$ cat config.mk
export PLATFORM = sky130hd
export DESIGN_NAME = ccc_clock_config
export DESIGN_NICKNAME = d
export VERILOG_FILES = /design/src/ccc_pkg.sv /design/src/ccc_cache_div.sv /design/src/ccc_clock_config.sv
export VERILOG_INCLUDE_DIRS = /design/src
export SDC_FILE = /design/constraint.sdc
export NUM_CORES = 1
export LEC_CHECK = 0
export ABC_AREA = 1
export BUFFER_PORTS_ARGS = -buffer_cell sky130_fd_sc_hd__buf_2
export CAP_MARGIN = 20
export CORE_MARGIN = 1.5
export CORE_UTILIZATION = 40
export CTS_CLUSTER_SIZE = 8
export DETAILED_ROUTE_END_ITERATION = 8
export GPL_TIMING_DRIVEN = 1
export HOLD_SLACK_MARGIN = 0.03
export PLACE_DENSITY = 0.78
export SYNTH_ARGS = -nofsm -noshare
export SYNTH_HDL_FRONTEND = slang
export SYNTH_HIERARCHICAL = 1
export SYNTH_SLANG_ARGS = --single-unit
$ cat constraint.sdc
create_clock -name clk -period 5.71 [get_ports clk]
set_input_delay 0.2855 -clock clk [delete_from_list [all_inputs] [get_ports clk]]
set_output_delay 0.2855 -clock clk [all_outputs]
set_load 0.02 [all_outputs]
$ cat src/ccc_consts.svh
// constants of the core and cache clock configuration block
`ifndef CCC_CONSTS_SVH
`define CCC_CONSTS_SVH

// register byte offsets
`define CCC_CTRL_OFS      8'h00
`define CCC_STATUS_OFS    8'h04

// control register field positions
`define CCC_CTRL_EN_BIT   0
`define CCC_CTRL_DIV_LO   4
`define CCC_CTRL_DIV_HI   7

// control register reset values
`define CCC_CTRL_EN_RST   1'b0
`define CCC_CTRL_DIV_RST  4'h0

// status register field positions
`define CCC_STAT_MODE_LO  0
`define CCC_STAT_MODE_HI  1
`define CCC_STAT_PLL_BIT  2
`define CCC_STAT_RUN_BIT  3
`define CCC_STAT_DIV_LO   4
`define CCC_STAT_DIV_HI   7
`define CCC_STAT_STRAP_LO 8
`define CCC_STAT_STRAP_HI 12

// ratio strap codes with special meaning
`define CCC_STRAP_OFF     5'h1E
`define CCC_STRAP_BYPASS  5'h06

// divisor codes: code n gives a divisor of (n + 4) / 2
`define CCC_DIV_MAX_CODE  4'hC
`define CCC_DIV_HALF_BASE 5'h04
`define CCC_ACC_STEP      5'h02

// bus answers
`define CCC_RESP_OKAY     2'h0
`define CCC_RESP_DECERR   2'h3

`endif

$ cat src/ccc_pkg.sv
// types of the core and cache clock configuration block
package ccc_pkg;

  // clocking mode chosen by the ratio strap
  typedef enum logic [1:0] {
    CCC_MODE_PLL    = 2'b00,
    CCC_MODE_BYPASS = 2'b01,
    CCC_MODE_OFF    = 2'b10
  } ccc_mode_type;

  // setting handed to the cache clock divider
  typedef struct packed {
    logic       en;
    logic [3:0] code;
  } ccc_div_cfg_type;

  // state of the cache clock divider
  typedef struct packed {
    logic [4:0] acc;
    logic       level;
    logic [3:0] code;
    logic       run;
  } ccc_div_state_type;

  // state of the top block
  typedef struct packed {
    logic [4:0]   strap_s1;
    logic [4:0]   strap_s2;
    logic         ref_s1;
    logic         ref_s2;
    logic         ref_s3;
    logic         qual_s1;
    logic         qual_s2;
    ccc_mode_type mode;
    logic         core_tick;
    logic         bus_tick;
    logic         ctrl_en;
    logic [3:0]   ctrl_div;
    logic         aw_got;
    logic [7:0]   awaddr;
    logic         w_got;
    logic [31:0]  wdata;
    logic [3:0]   wstrb;
    logic         bvalid;
    logic [1:0]   bresp;
    logic         rvalid;
    logic [31:0]  rdata;
    logic [1:0]   rresp;
  } ccc_state_type;

endpackage

$ cat src/ccc_cache_div.sv
// cache sram clock divider, half-step divisors from 2 to 8
`timescale 1ns/100ps
`include "ccc_consts.svh"

module ccc_cache_div (
  // clock and reset
  input  wire logic                     clk,
  input  wire logic                     srst,
  // core clock qualifier and setting
  input  wire logic                     core_tick,
  input  wire ccc_pkg::ccc_div_cfg_type cfg,
  // cache clock and applied state
  output logic                          cache_clk,
  output logic [3:0]                    applied_code,
  output logic                          running
);

  ccc_pkg::ccc_div_state_type st_r;
  ccc_pkg::ccc_div_state_type st_nxt;
  logic [4:0]                 half_n;
  logic [4:0]                 acc_add;

  // half periods of the core clock in one cache period
  assign half_n  = `CCC_DIV_HALF_BASE + {1'b0, st_r.code};
  assign acc_add = st_r.acc + `CCC_ACC_STEP;

  // fractional divide: accumulate two half units per core cycle
  always_comb
  begin
    st_nxt     = st_r;
    st_nxt.run = cfg.en;
    if (!cfg.en)
    begin
      st_nxt.acc   = 5'h00;
      st_nxt.level = 1'b0;
      // reserved codes keep the old divisor
      if (cfg.code <= `CCC_DIV_MAX_CODE)
        st_nxt.code = cfg.code;
    end
    else if (core_tick)
    begin
      if (acc_add >= half_n)
        st_nxt.acc = acc_add - half_n;
      else
        st_nxt.acc = acc_add;
      // high in first half of each period
      st_nxt.level = ({st_nxt.acc, 1'b0} < {1'b0, half_n});
    end
  end

  // single state register
  always_ff @(posedge clk)
  begin
    if (srst)
    begin
      st_r.acc   <= 5'h00;
      st_r.level <= 1'b0;
      st_r.code  <= `CCC_CTRL_DIV_RST;
      st_r.run   <= 1'b0;
    end
    else
      st_r <= st_nxt;
  end

  assign cache_clk    = st_r.level;
  assign applied_code = st_r.code;
  assign running      = st_r.run;
endmodule // ccc_cache_div

$ cat src/ccc_clock_config.sv
// core and cache clock configuration with axi4-lite registers
//
// Implementation choices: the AXI4-Lite interface to the registers and the address map.
`timescale 1ns/100ps
`include "ccc_consts.svh"

module ccc_clock_config (
  // clock and reset
  input  wire logic        clk,
  input  wire logic        srst,
  // pins from the system clock generator
  input  wire logic [4:0]  ratio_strap,
  input  wire logic        bus_reference_clock,
  input  wire logic        external_bus_qualifier,
  // clocking outputs
  output logic             pll_enable,
  output logic             core_clk_en,
  output logic             bus_clk_en,
  output logic             cache_clk,
  // axi4-lite write address and data
  input  wire logic        s_axi_awvalid,
  output logic             s_axi_awready,
  input  wire logic [7:0]  s_axi_awaddr,
  input  wire logic        s_axi_wvalid,
  output logic             s_axi_wready,
  input  wire logic [31:0] s_axi_wdata,
  input  wire logic [3:0]  s_axi_wstrb,
  // axi4-lite write response
  output logic             s_axi_bvalid,
  input  wire logic        s_axi_bready,
  output logic [1:0]       s_axi_bresp,
  // axi4-lite read
  input  wire logic        s_axi_arvalid,
  output logic             s_axi_arready,
  input  wire logic [7:0]  s_axi_araddr,
  output logic             s_axi_rvalid,
  input  wire logic        s_axi_rready,
  output logic [31:0]      s_axi_rdata,
  output logic [1:0]       s_axi_rresp
);

  ccc_pkg::ccc_state_type   st_r;
  ccc_pkg::ccc_state_type   st_nxt;
  ccc_pkg::ccc_div_cfg_type div_cfg;
  logic [3:0]               applied_code;
  logic                     div_running;
  logic                     ref_rise;
  logic                     wr_fire;
  logic                     rd_fire;

  // strap decode, used only by the mode logic
  function automatic ccc_pkg::ccc_mode_type strap_mode(input logic [4:0] s);
    if (s == `CCC_STRAP_OFF)
      strap_mode = ccc_pkg::CCC_MODE_OFF;
    else if (s == `CCC_STRAP_BYPASS)
      strap_mode = ccc_pkg::CCC_MODE_BYPASS;
    else
      strap_mode = ccc_pkg::CCC_MODE_PLL;
  endfunction

  // word address match, shared by write and read decode
  function automatic logic addr_is(input logic [7:0] a, input logic [7:0] o);
    addr_is = (a[7:2] == o[7:2]);
  endfunction

  // ref_s2 against ref_s3 only; ref_s1 feeds nothing but ref_s2
  assign ref_rise = st_r.ref_s2 && !st_r.ref_s3;

  // handshake outputs straight from state
  assign s_axi_awready = !st_r.aw_got && !st_r.bvalid;
  assign s_axi_wready  = !st_r.w_got && !st_r.bvalid;
  assign s_axi_arready = !st_r.rvalid;
  assign wr_fire       = st_r.aw_got && st_r.w_got && !st_r.bvalid;
  assign rd_fire       = s_axi_arvalid && s_axi_arready;

  // next state of the whole block
  always_comb
  begin
    st_nxt          = st_r;
    // pins cross two flip-flops before use
    st_nxt.strap_s1 = ratio_strap;
    st_nxt.strap_s2 = st_r.strap_s1;
    st_nxt.ref_s1   = bus_reference_clock;
    st_nxt.ref_s2   = st_r.ref_s1;
    st_nxt.ref_s3   = st_r.ref_s2;
    st_nxt.qual_s1  = external_bus_qualifier;
    st_nxt.qual_s2  = st_r.qual_s1;
    // strap read every cycle; it is assumed static while running
    st_nxt.mode     = strap_mode(st_r.strap_s2);

    // clock qualifiers per mode
    unique case (st_r.mode)
      ccc_pkg::CCC_MODE_PLL:
      begin
        // multiplied clock modelled as every cycle
        st_nxt.core_tick = 1'b1;
        st_nxt.bus_tick  = ref_rise;
      end
      ccc_pkg::CCC_MODE_BYPASS:
      begin
        st_nxt.core_tick = ref_rise;
        st_nxt.bus_tick  = ref_rise && st_r.qual_s2;
      end
      ccc_pkg::CCC_MODE_OFF:
      begin
        st_nxt.core_tick = 1'b0;
        st_nxt.bus_tick  = 1'b0;
      end
      default:
      begin
        st_nxt.core_tick = 1'b0;
        st_nxt.bus_tick  = 1'b0;
      end
    endcase

    // write address and data taken in either order
    if (s_axi_awvalid && s_axi_awready)
    begin
      st_nxt.aw_got = 1'b1;
      st_nxt.awaddr = s_axi_awaddr;
    end
    if (s_axi_wvalid && s_axi_wready)
    begin
      st_nxt.w_got = 1'b1;
      st_nxt.wdata = s_axi_wdata;
      st_nxt.wstrb = s_axi_wstrb;
    end

    // register write once both halves are held
    if (wr_fire)
    begin
      st_nxt.aw_got = 1'b0;
      st_nxt.w_got  = 1'b0;
      st_nxt.bvalid = 1'b1;
      st_nxt.bresp  = `CCC_RESP_OKAY;
      if (addr_is(st_r.awaddr, `CCC_CTRL_OFS))
      begin
        if (st_r.wstrb[0])
        begin
          st_nxt.ctrl_en  = st_r.wdata[`CCC_CTRL_EN_BIT];
          st_nxt.ctrl_div = st_r.wdata[`CCC_CTRL_DIV_HI:`CCC_CTRL_DIV_LO];
        end
      end
      else if (!addr_is(st_r.awaddr, `CCC_STATUS_OFS))
        st_nxt.bresp = `CCC_RESP_DECERR;
    end
    else if (st_r.bvalid && s_axi_bready)
      st_nxt.bvalid = 1'b0;

    // register read, answered the next cycle
    if (rd_fire)
    begin
      st_nxt.rvalid = 1'b1;
      st_nxt.rresp  = `CCC_RESP_OKAY;
      st_nxt.rdata  = 32'h0000_0000;
      if (addr_is(s_axi_araddr, `CCC_CTRL_OFS))
      begin
        st_nxt.rdata[`CCC_CTRL_EN_BIT] = st_r.ctrl_en;
        st_nxt.rdata[`CCC_CTRL_DIV_HI:`CCC_CTRL_DIV_LO] = st_r.ctrl_div;
      end
      else if (addr_is(s_axi_araddr, `CCC_STATUS_OFS))
      begin
        st_nxt.rdata[`CCC_STAT_MODE_HI:`CCC_STAT_MODE_LO] = st_r.mode;
        st_nxt.rdata[`CCC_STAT_PLL_BIT] = pll_enable;
        st_nxt.rdata[`CCC_STAT_RUN_BIT] = div_running;
        st_nxt.rdata[`CCC_STAT_DIV_HI:`CCC_STAT_DIV_LO] = applied_code;
        st_nxt.rdata[`CCC_STAT_STRAP_HI:`CCC_STAT_STRAP_LO] = st_r.strap_s2;
      end
      else
        st_nxt.rresp = `CCC_RESP_DECERR;
    end
    else if (st_r.rvalid && s_axi_rready)
      st_nxt.rvalid = 1'b0;
  end

  // single state register; off mode until the strap is seen
  always_ff @(posedge clk)
  begin
    if (srst)
    begin
      st_r           <= '0;
      st_r.mode      <= ccc_pkg::CCC_MODE_OFF;
      // strap pipe holds the off code, so no pll cycles slip out on release
      st_r.strap_s1  <= `CCC_STRAP_OFF;
      st_r.strap_s2  <= `CCC_STRAP_OFF;
      st_r.ctrl_en   <= `CCC_CTRL_EN_RST;
      st_r.ctrl_div  <= `CCC_CTRL_DIV_RST;
    end
    else
      st_r <= st_nxt;
  end

  // pll runs only in multiplied mode
  assign pll_enable   = (st_r.mode == ccc_pkg::CCC_MODE_PLL);
  assign core_clk_en  = st_r.core_tick;
  assign bus_clk_en   = st_r.bus_tick;
  assign s_axi_bvalid = st_r.bvalid;
  assign s_axi_bresp  = st_r.bresp;
  assign s_axi_rvalid = st_r.rvalid;
  assign s_axi_rdata  = st_r.rdata;
  assign s_axi_rresp  = st_r.rresp;

  // cache clock divided from core cycles
  assign div_cfg.en   = st_r.ctrl_en;
  assign div_cfg.code = st_r.ctrl_div;

  ccc_cache_div u_cache_div (
    .clk          (clk),
    .srst         (srst),
    .core_tick    (st_r.core_tick),
    .cfg          (div_cfg),
    .cache_clk    (cache_clk),
    .applied_code (applied_code),
    .running      (div_running)
  );
endmodule // ccc_clock_config

==> results of run 1 <==
==> layout make-up <==
cell class	count	area, µm²
clock buffer	10	138
clock inverter	6	65.1
fill	813	4490
inverter	68	255
multi-input combinational	270	1450
sequential	66	1320
tap	105	131
timing repair buffer	57	285
==> per-stage QoR <==
stage	hold slack, ns	setup slack [ns]
after floorplan	0.368	3.10
after global placement	0.395	2.87
after detailed placement	0.395	2.76
after CTS	0.114	2.75
after global routing	0.113	2.45
final	0.130	2.74
==> cell usage after synthesis <==
library cell / count
fa_1: 1
nand2_2: 12
a21oi_1: 30
buf_4: 42
xnor2_1: 2
nand3_4: 2
nor2_1: 51
a31oi_1: 2
nand4_1: 16
a21oi_2: 1
nor2_8: 1
o21ai_0: 19
nor4_1: 1
ha_1: 11
o21ai_1: 4
nand3_2: 5
o21bai_1: 1
nor2_4: 2
buf_2: 7
nand3_1: 23
dfxtp_1: 66
nor3_1: 2
nand3b_1: 1
nand4_2: 1
or2_2: 10
clkbuf_1: 2
inv_1: 63
o21a_1: 1
inv_2: 5
nand2_1: 52
conb_1: 1
==> flip-flops by register name, indices dropped and copies added (netlist names) <==
signal and count:
s_axi_rdata 13, u_cache_div/st_r 5, st_r 23, u_cache_div/cache_clk 1, s_axi_rvalid 1, s_axi_bresp 1
core_clk_en 1, st_nxt 8, s_axi_bvalid 1, s_axi_rresp 1, bus_clk_en 1, u_cache_div/applied_code 4
u_cache_div/running 1, div_cfg 5
==> cell families after synthesis <==
family | count (synthesis) | synth area share
AO/OA/AOI/OAI | 58 | 0.0909
flip-flops | 66 | 0.398
buffers and inverters | 119 | 0.185
XOR/XNOR | 2 | 0.00528
AND/OR/NAND/NOR | 179 | 0.272
adder cells (fa/ha/maj) | 12 | 0.0475
other | 1 | 0.00113
==> worst max-delay path by stage <==
| stage | endpoint | cells after the start |
|---|---|---|
| floorplan | u_cache_div/cache_clk$_SDFFE_PP0P_ | 20 |
| global placement | u_cache_div/cache_clk$_SDFFE_PP0P_ | 20 |
| detailed placement | u_cache_div/cache_clk$_SDFFE_PP0P_ | 20 |
| CTS | u_cache_div/cache_clk$_SDFFE_PP0P_ | 20 |
| global route | u_cache_div/cache_clk$_SDFFE_PP0P_ | 20 |
| finish | u_cache_div/cache_clk$_SDFFE_PP0P_ | 20 |
==> power by group through the flow <==
stage	registers [mW]	clock network (mW)	logic, mW
floorplan	0.501	0	0.0978
global placement	0.502	0	0.109
detailed placement	0.502	0	0.112
CTS	0.492	0.402	0.112
global route	0.494	0.423	0.127
finish	0.492	0.392	0.112
==> critical path, stage by stage, from the launching register on <==
cell and delay, ns:
dfxtp_1 0.46, ha_1 0.30, ha_1 0.35, a21oi_1 0.16, nand2_1 0.08, nand2_1 0.09
nand2_1 0.07, nand2_2 0.14, nand3_4 0.13, nand2_2 0.08, nand2_2 0.05, ha_1 0.28
inv_1 0.06, o21bai_1 0.06, nand2_1 0.06, nand2_1 0.05, nand2_1 0.05, nand2_1 0.06
a21oi_1 0.17, nand3_2 0.09, a21oi_2 0.11
==> per-layer routing <==
metal	wire length, µm	share of wire	global-route usage
met5	0	0	0
met4	88	0.014	0.0634
met3	345	0.055	0.0429
met2	2920	0.47	0.257
met1	2870	0.46	0.187
==> flow_summary.toml, run 1 <==
[detailed_routing]
drc = 0
vias = 2645
drt_iter0_markers = 170
viasPerCell = 4.54
wire_per_inst_um = 10.7
wl_mm = 6.22
antenna_left = 0
dr.pass1.iters = 4

[place]
gp_congestion = 0.838
hpwl_mm = 4.69
place_inst = 566
io_buffers = 57
placed_cell_area_um2 = 3440

[critical_path]
arrival_ns = 3.24
startpoint_type = "register"
r2r_cells = 20
reg2reg_from = "u_cache_div/st_r[7]$_SDFFE_PP0P_"
r2r_slack_ns = 2.74
r2r-end = "u_cache_div/cache_clk$_SDFFE_PP0P_"
path_max_fanout = 6
critPathLaunch = "u_cache_div/st_r[7]$_SDFFE_PP0P_"
crit_path_end_kind = "register"
crit_type = "reg -> reg"
crit_required_ns = 5.98

[power_and_ir_drop]
vdd_drop_max_uv = 227
combinationalPowerShare = 0.112
switching_share = 0.267
power_switching_mw = 0.266
clkPwrFrac = 0.394
power_mw = 0.996
p_per_area_nw_per_um2 = 273
leakagePower_nw = 1.79
internal_power_mw = 0.730
sequentialPowerShare = 0.494

[timing]
max_slew_margin = 0.521
period_share = 0.520
min_period_ns = 2.97
slew_viol_final = 0
setup_viol = 0
rsz0062_at_grt = "no"
max_freq_mhz = 337
fin_skew_ns = 0.00817
worst_pin_slew_ns = 0.715
final_hold_viol_count = 0
tns_ns = 0

[hold_path]
whs_path_depth = 2
hold_start = "ratio_strap[4]"
hold_path_class = "in -> reg"
hold_path_end = "st_nxt[102]$_SDFF_PP1_"

[floorplanning]
ios = 111
rows = 33
die_height_um = 94.1
dieArea_um2 = 8850
coreArea_um2 = 8130
initial_utilization = 0.408
die_w_um = 94.1

[finish]
final_area_um2 = 3650
fin_util = 0.448
nNetsFinal = 550
antenna_cells = 0
most-common-layout-cells = "66 x dfxtp_1, 63 x inv_1, 57 x buf_2"
drive_gt1_frac = 0.235
syn2layout_area_growth_pct = 9.92
layout_commonest_cell = "dfxtp_1"
final_cells = 582

[clocking]
cts_max_level = 3
ctsHoldBuffers = 0
clkTransAtPathRegs_ns = 0.07
postCtsSetupBuffers = 0
postCtsResizedCells = 0
clockBufferDepth = 2
root_buffer = "clkbuf_8"
cts_tree = "done"
clkSinkCount = 66
cts_made_buffers = 9
clk_latency_ns = 0.34

[yosys]
synth.cell_area_um2 = 3320
ys_warn_count = 6
synth_top_area_frac = 0.398
synth_top_cell_by_area = "dfxtp_1"
ys_types = 31
ys_top_cells_by_area = "dfxtp_1 40%, buf_4 9.5%, inv_1 7.1%"
syn-instance-count = 437
yosys_register_bits = 66
syn_area_per_cell_um2 = 7.59
seq_area_frac_synth = 0.398

[grt]
grt.overflow.total = 0
grt_max_degree = 33
grt_pass1_vias = 2514
grt_usage = 0.154
antenna_found_initial = 0
grt_pass1_wl_mm = 10.7

[outcome]
status = "finished, final reports clean"

[flow_run]
cap_violations = 0
Note: power is estimated with default switching activity, not from simulation.
==> run 2, diff against run 1 <==
--- a/config.mk
+++ b/config.mk
@@ -15,7 +15,7 @@
 export DETAILED_ROUTE_END_ITERATION = 8
 export GPL_TIMING_DRIVEN = 1
 export HOLD_SLACK_MARGIN = 0.03
-export PLACE_DENSITY = 0.78
+export PLACE_DENSITY = 0.8
 export SYNTH_ARGS = -nofsm -noshare
 export SYNTH_HDL_FRONTEND = slang
 export SYNTH_HIERARCHICAL = 1
==> constraint.sdc (replaced) <==
create_clock -name clk -period 2.4 [get_ports clk]
set_input_delay 0.12 -clock clk [delete_from_list [all_inputs] [get_ports clk]]
set_output_delay 0.12 -clock clk [all_outputs]
set_load 0.02 [all_outputs]
==> run 2 against run 1 <==
Net effect: the flow now finishes with violations (negative setup slack); critical path depth is the same; via count up 7.1%; first-iteration DRC count down 12%; non-clock buffer count rose by 35.
==> flow_summary.toml, run 2 (synthesis gave the netlist of run 1 again) <==
[outcome]
status = "finished, violations left"
violations = "negative setup slack"

[timing]
min_period_ns = 2.57
max_freq_mhz = 390
worst_pin_slew_ns = 0.609
final_hold_viol_count = 0
rsz0062_at_grt = "yes"
tns_ns = -0.167
max_slew_margin = 0.594
setup_slack_ns = -0.167
period_share = 1.07
timing.hold.ws_ns = 0.0462
fin_skew_ns = 0.00643
setup_viol = 1
slew_viol_final = 0

[power_and_ir_drop]
clkPwrFrac = 0.426
internal_power_mw = 1.91
vdd_drop_max_uv = 459
combinationalPowerShare = 0.114
leakagePower_nw = 1.97
power_mw = 2.54
sequentialPowerShare = 0.460
p_per_area_nw_per_um2 = 623
switching_share = 0.248
power_switching_mw = 0.631

[critical_path]
arrival_ns = 2.80
critical-path-slowest-cell = "dfxtp_4"
crit_path_end_kind = "register"
path_max_fanout = 4
r2r_cells = 20
cp.depth = 20
crit_top_cell = "nand2_2"
reg2reg_from = "u_cache_div/st_r[7]$_SDFFE_PP0P_"
critPathTopFamily = "simple AND/OR/NAND/NOR gates"
r2r_slack_ns = -0.17
startpoint_type = "register"
crit_type = "reg -> reg"
crit_required_ns = 2.63
worst-path-buf-inv = 1
max_stage_delay_ns = 0.36
path_cells = "ha_4 > ha_4 > a21oi_2 > nand2_2 > nand2_2 > nand2_2 > nand2_4 > nand3_4 > nand2_2 > nand2_2 > ha_4 > inv_2 > o21bai_1 > nand2_1 > nand2_1 > nand2_1 > nand2_2 > a21oi_2 > nand3_2 > a21oi_2"
r2r-end = "u_cache_div/cache_clk$_SDFFE_PP0P_"

[grt]
grt.overflow.total = 0
grt_usage = 0.171
antenna_found_initial = 0
grt_pass1_vias = 2692
grt_max_degree = 33
grt_pass1_wl_mm = 11.6

[clocking]
clk_latency_ns = 0.35
clockBufferDepth = 2
cts_tree = "done"
clkTransAtPathRegs_ns = 0.07
clkSinkCount = 66
cts_made_buffers = 9
root_buffer = "clkbuf_8"
cts_max_level = 3

[finish]
layout_commonest_cell = "dfxtp_1"
drive_gt1_frac = 0.309
antenna_cells = 0
syn2layout_area_growth_pct = 22.8
largest-register = "st_r"
final_cells = 616
final_area_um2 = 4080
largest_reg_flops = 23
nNetsFinal = 585
most-common-layout-cells = "64 x dfxtp_1, 60 x inv_1, 57 x buf_2"
fin_util = 0.501

[flow_run]
cap_violations = 0

[hold_path]
hold_start = "s_axi_wvalid"
whs_path_depth = 3
hold_path_class = "in -> reg"
hold_path_end = "st_r[74]$_SDFFE_PP0P_"

[place]
gp_congestion = 0.842
place_inst = 584
io_buffers = 57
post-place-ws_ns = -0.204
placed_cell_area_um2 = 3630
hpwl_mm = 5.12

[floorplanning]
initial_utilization = 0.408
die_w_um = 94.1
coreArea_um2 = 8130
dieArea_um2 = 8850
ios = 111
die_height_um = 94.1
rows = 33

[detailed_routing]
wl_mm = 7.15
vias = 2832
antenna_left = 0
drc = 0
dr.pass1.iters = 4
viasPerCell = 4.60
drt_iter0_markers = 149
wire_per_inst_um = 11.6
==> run 2: changes by cell type in the layout (fill, tap and decap cells not counted), moves of 2 or more <==
cell	before	now
buf_4	0	26
nand2_1	52	48
a21oi_1	30	28
nand2_2	12	15
ha_1	11	5
dlygate4sd3_1	0	7
dfxtp_1	66	64
inv_1	63	60
a21oi_2	1	3
buf_6	0	2
ha_4	0	5
inv_2	5	8
==> run 2: power groups by stage <==
| stage | Combinational [mW] | Sequential (mW) | Clock [mW] |
|---|---|---|---|
| after floorplan | 0.234 | 1.19 | 0 |
| after global placement | 0.266 | 1.19 | 0 |
| after detailed placement | 0.273 | 1.19 | 0 |
| after CTS | 0.285 | 1.17 | 1.10 |
| after global routing | 0.324 | 1.17 | 1.14 |
| final | 0.289 | 1.17 | 1.08 |
==> run 2: per-layer routing <==
layer,share of wire,global-route usage,vias up
li1,-,-,1465
met1,0.44,0.195,1282
met2,0.50,0.300,72
met3,0.040,0.0469,13
met4,0.018,0.0672,0
met5,0,0,-
==> run 2: timing repair <==
item                                    4_1_cts  5_1_grt
endpoints found under the hold margin         7        0
buffers inserted                             10        0
hold buffers                                  7        0
endpoints found under the setup margin        1        1
pin swaps                                    16       20
resized for setup                             4       13
==> run 2: how the worst max path moves through the flow <==
stage                                                start                                 end
final                     u_cache_div/st_r[7]$_SDFFE_PP0P_  u_cache_div/cache_clk$_SDFFE_PP0P_
after global routing      u_cache_div/st_r[7]$_SDFFE_PP0P_  u_cache_div/cache_clk$_SDFFE_PP0P_
after CTS                 u_cache_div/st_r[7]$_SDFFE_PP0P_  u_cache_div/cache_clk$_SDFFE_PP0P_
after detailed placement  u_cache_div/st_r[7]$_SDFFE_PP0P_  u_cache_div/cache_clk$_SDFFE_PP0P_
after global placement    u_cache_div/st_r[7]$_SDFFE_PP0P_  u_cache_div/cache_clk$_SDFFE_PP0P_
after floorplan           u_cache_div/st_r[7]$_SDFFE_PP0P_  u_cache_div/cache_clk$_SDFFE_PP0P_
==> run 2: layout make-up <==
| class | instances | area (µm²) |
|---|---|---|
| inverters | 68 | 255 |
| repair buffers | 92 | 573 |
| clock buffers | 11 | 163 |
| fillers | 761 | 4060 |
| multi-input cells | 270 | 1550 |
| flip-flops and latches | 66 | 1330 |
| clock inverters | 4 | 72.6 |
| well taps | 105 | 131 |
==> run 2: worst min-delay path, stage by stage <==
cell and delay [ns]:
buf_2 0.09, a21oi_1 0.06, nor2_1 0.09
==> run 3, diff against run 2 <==
--- a/config.mk
+++ b/config.mk
@@ -15,6 +15,7 @@
 export DETAILED_ROUTE_END_ITERATION = 8
 export GPL_TIMING_DRIVEN = 1
 export HOLD_SLACK_MARGIN = 0.03
+export MAX_ROUTING_LAYER = met4
 export PLACE_DENSITY = 0.8
 export SYNTH_ARGS = -nofsm -noshare
 export SYNTH_HDL_FRONTEND = slang
==> run 3 against run 2 <==
Net effect: the run still ends with negative setup slack left; power shrank 11%; non-clock buffer count shrank 4; clock skew about the same; maximum frequency fell by 0.45%; first-iteration DRC count increased by 49%; sequential power about the same; count of clock-buffer cells in the layout increased by 2; utilization decreased by 1.5 points; cell area fell by 3.0%; critical endpoint unchanged; largest cell class unchanged; largest power group unchanged; highest routed layer unchanged.
==> flow_summary.toml, run 3 (synthesis gave the netlist of run 1 again) <==
[outcome]
status = "finished, violations left"
violations = "negative setup slack"

[finish]
fillers = 788
drive_gt1_frac = 0.284
largest_reg_flops = 23
regArea_um2 = 1330
largest-register = "st_r"
nNetsFinal = 581
syn2layout_area_growth_pct = 19.2
fin_util = 0.486
antenna_cells = 0
multi_input_area_um2 = 1530
final_area_um2 = 3950
layout_commonest_cell = "dfxtp_1"
most-common-layout-cells = "64 x dfxtp_1, 62 x inv_1, 57 x buf_2"

[clocking]
clkTransAtPathRegs_ns = 0.07
cts_made_buffers = 9
root_buffer = "clkbuf_8"
cts_max_level = 3
cts_tree = "done"
clk_latency_ns = 0.33
clkSinkCount = 66
clockBufferDepth = 2

[timing]
min_period_ns = 2.58
period_share = 1.07
final_hold_viol_count = 0
max_slew_margin = 0.516
fin_skew_ns = 0.00653
setup_viol = 1
max_freq_mhz = 388
setup_slack_ns = -0.179
worst_pin_slew_ns = 0.723
timing.hold.ws_ns = 0.0583
rsz0062_at_grt = "yes"
slew_viol_final = 0

[critical_path]
path_max_fanout = 5
arrival_ns = 2.79
r2r-end = "u_cache_div/cache_clk$_SDFFE_PP0P_"
r2r_slack_ns = -0.18
critPathTopFamily = "simple AND/OR/NAND/NOR gates"
startpoint_type = "register"
critical-path-slowest-cell = "dfxtp_4"
crit_type = "reg -> reg"
crit_top_cell = "nand2_1"
crit_path_end_kind = "register"
worst-path-buf-inv = 1
crit_required_ns = 2.61
max_stage_delay_ns = 0.36
r2r_cells = 20
reg2reg_from = "u_cache_div/st_r[7]$_SDFFE_PP0P_"
path_cells = "ha_4 > ha_4 > a21oi_2 > nand2_1 > nand2_1 > nand2_1 > nand2_2 > nand3_4 > nand2_2 > nand2_2 > ha_4 > inv_2 > o21bai_1 > nand2_1 > nand2_1 > nand2_1 > nand2_1 > a21oi_2 > nand3_2 > a21oi_2"

[hold_path]
hold_path_class = "in -> reg"
hold_start = "s_axi_wvalid"
hold_path_end = "st_r[74]$_SDFFE_PP0P_"
whs_path_depth = 3

[place]
hpwl_mm = 5.02
io_buffers = 57
placed_cell_area_um2 = 3620
gp_congestion = 0.927

[floorplanning]
initial_utilization = 0.408
die_height_um = 94.1
dieArea_um2 = 8850
rows = 33
die_w_um = 94.1
coreArea_um2 = 8130
ios = 111

[power_and_ir_drop]
switching_share = 0.267
clkPwrFrac = 0.360
p_per_area_nw_per_um2 = 574
combinationalPowerShare = 0.125
vdd_drop_max_uv = 369
sequentialPowerShare = 0.515
internal_power_mw = 1.66
leakagePower_nw = 1.93
power_switching_mw = 0.605

[detailed_routing]
antenna_left = 0
drt_iter0_markers = 222
wl_mm = 6.77
viasPerCell = 4.63
vias = 2833
wire_per_inst_um = 11.1
dr.pass1.iters = 5
drc = 0

[grt]
grt.overflow.total = 0
grt_pass1_vias = 2559
grt_max_degree = 33
antenna_found_initial = 0
grt_usage = 0.168
grt_pass1_wl_mm = 11.2

[flow_run]
cap_violations = 0
## run 3: power groups by stage
stage               registers [mW]  logic [mW]  clock network [mW]
global route                  1.17       0.318               0.892
finish                        1.17       0.283               0.817
floorplan                     1.19       0.234                   0
detailed placement            1.19       0.272                   0
CTS                           1.17       0.283               0.834
global placement              1.19       0.265                   0
## run 3: worst reg2reg max path, cell delays in order (launching register included)
cell	delay, ns
dfxtp_4	0.36
ha_4	0.28
ha_4	0.20
a21oi_2	0.11
nand2_1	0.08
nand2_1	0.09
nand2_1	0.08
nand2_2	0.14
nand3_4	0.11
nand2_2	0.08
nand2_2	0.07
ha_4	0.27
inv_2	0.03
o21bai_1	0.14
nand2_1	0.08
nand2_1	0.06
nand2_1	0.05
nand2_1	0.07
a21oi_2	0.06
nand3_2	0.08
a21oi_2	0.05
## run 3: area by class of cell
cell class | instances | share of cell area
Inverter | 68 | 0.0646
Timing Repair Buffer | 88 | 0.136
Clock buffer | 13 | 0.0402
Clock inverter | 2 | 0.00285
Tap cell | 105 | 0.0332
Sequential cell | 66 | 0.335
Multi-Input combinational cell | 270 | 0.387
## run 3: routing by layer
layer	track usage	routed length, µm	part of all wire	vias to the layer above
met5	-	0	0	-
met4	0.0858	138	0.020	0
met3	0.0348	420	0.062	16
met2	0.271	3250	0.48	99
met1	0.197	2960	0.44	1263
li1	-	-	-	1455
## run 3: repair_timing
item	in CTS	in global routing
endpoints found under the hold margin	7	0
setup endpoints to repair	1	1
setup buffers	6	1
hold buffers	7	0
pin swaps	12	13
gates resized for setup	4	3
## run 3: how the worst max path moves through the flow
| stage | from | end | slack (ns) | depth (start not counted) |
|---|---|---|---|---|
| finish | u_cache_div/st_r[7]$_SDFFE_PP0P_ | u_cache_div/cache_clk$_SDFFE_PP0P_ | -0.18 | 20 |
| global route | u_cache_div/st_r[7]$_SDFFE_PP0P_ | u_cache_div/cache_clk$_SDFFE_PP0P_ | -0.28 | 20 |
| CTS | u_cache_div/st_r[7]$_SDFFE_PP0P_ | u_cache_div/cache_clk$_SDFFE_PP0P_ | -0.15 | 20 |
| detailed placement | u_cache_div/st_r[7]$_SDFFE_PP0P_ | u_cache_div/cache_clk$_SDFFE_PP0P_ | -0.18 | 20 |
| global placement | u_cache_div/st_r[7]$_SDFFE_PP0P_ | u_cache_div/cache_clk$_SDFFE_PP0P_ | -0.09 | 20 |
| floorplan | u_cache_div/st_r[7]$_SDFFE_PP0P_ | u_cache_div/cache_clk$_SDFFE_PP0P_ | 0.005 | 20 |
## run 3: per-stage QoR
step / TNS [ns] / power [mW] / worst slack, ns / cells
4_1_cts: -0.154 / 2.29 / -0.154 / 611
5_1_grt: -0.278 / 2.38 / -0.278 / 612
2_1_floorplan: 0 / 1.42 / 0.00466 / 455
3_3_place_gp: -0.0898 / 1.46 / -0.0898 / 583
6_report: -0.179 / 2.27 / -0.179 / 612
3_5_place_dp: -0.176 / 1.47 / -0.176 / 583
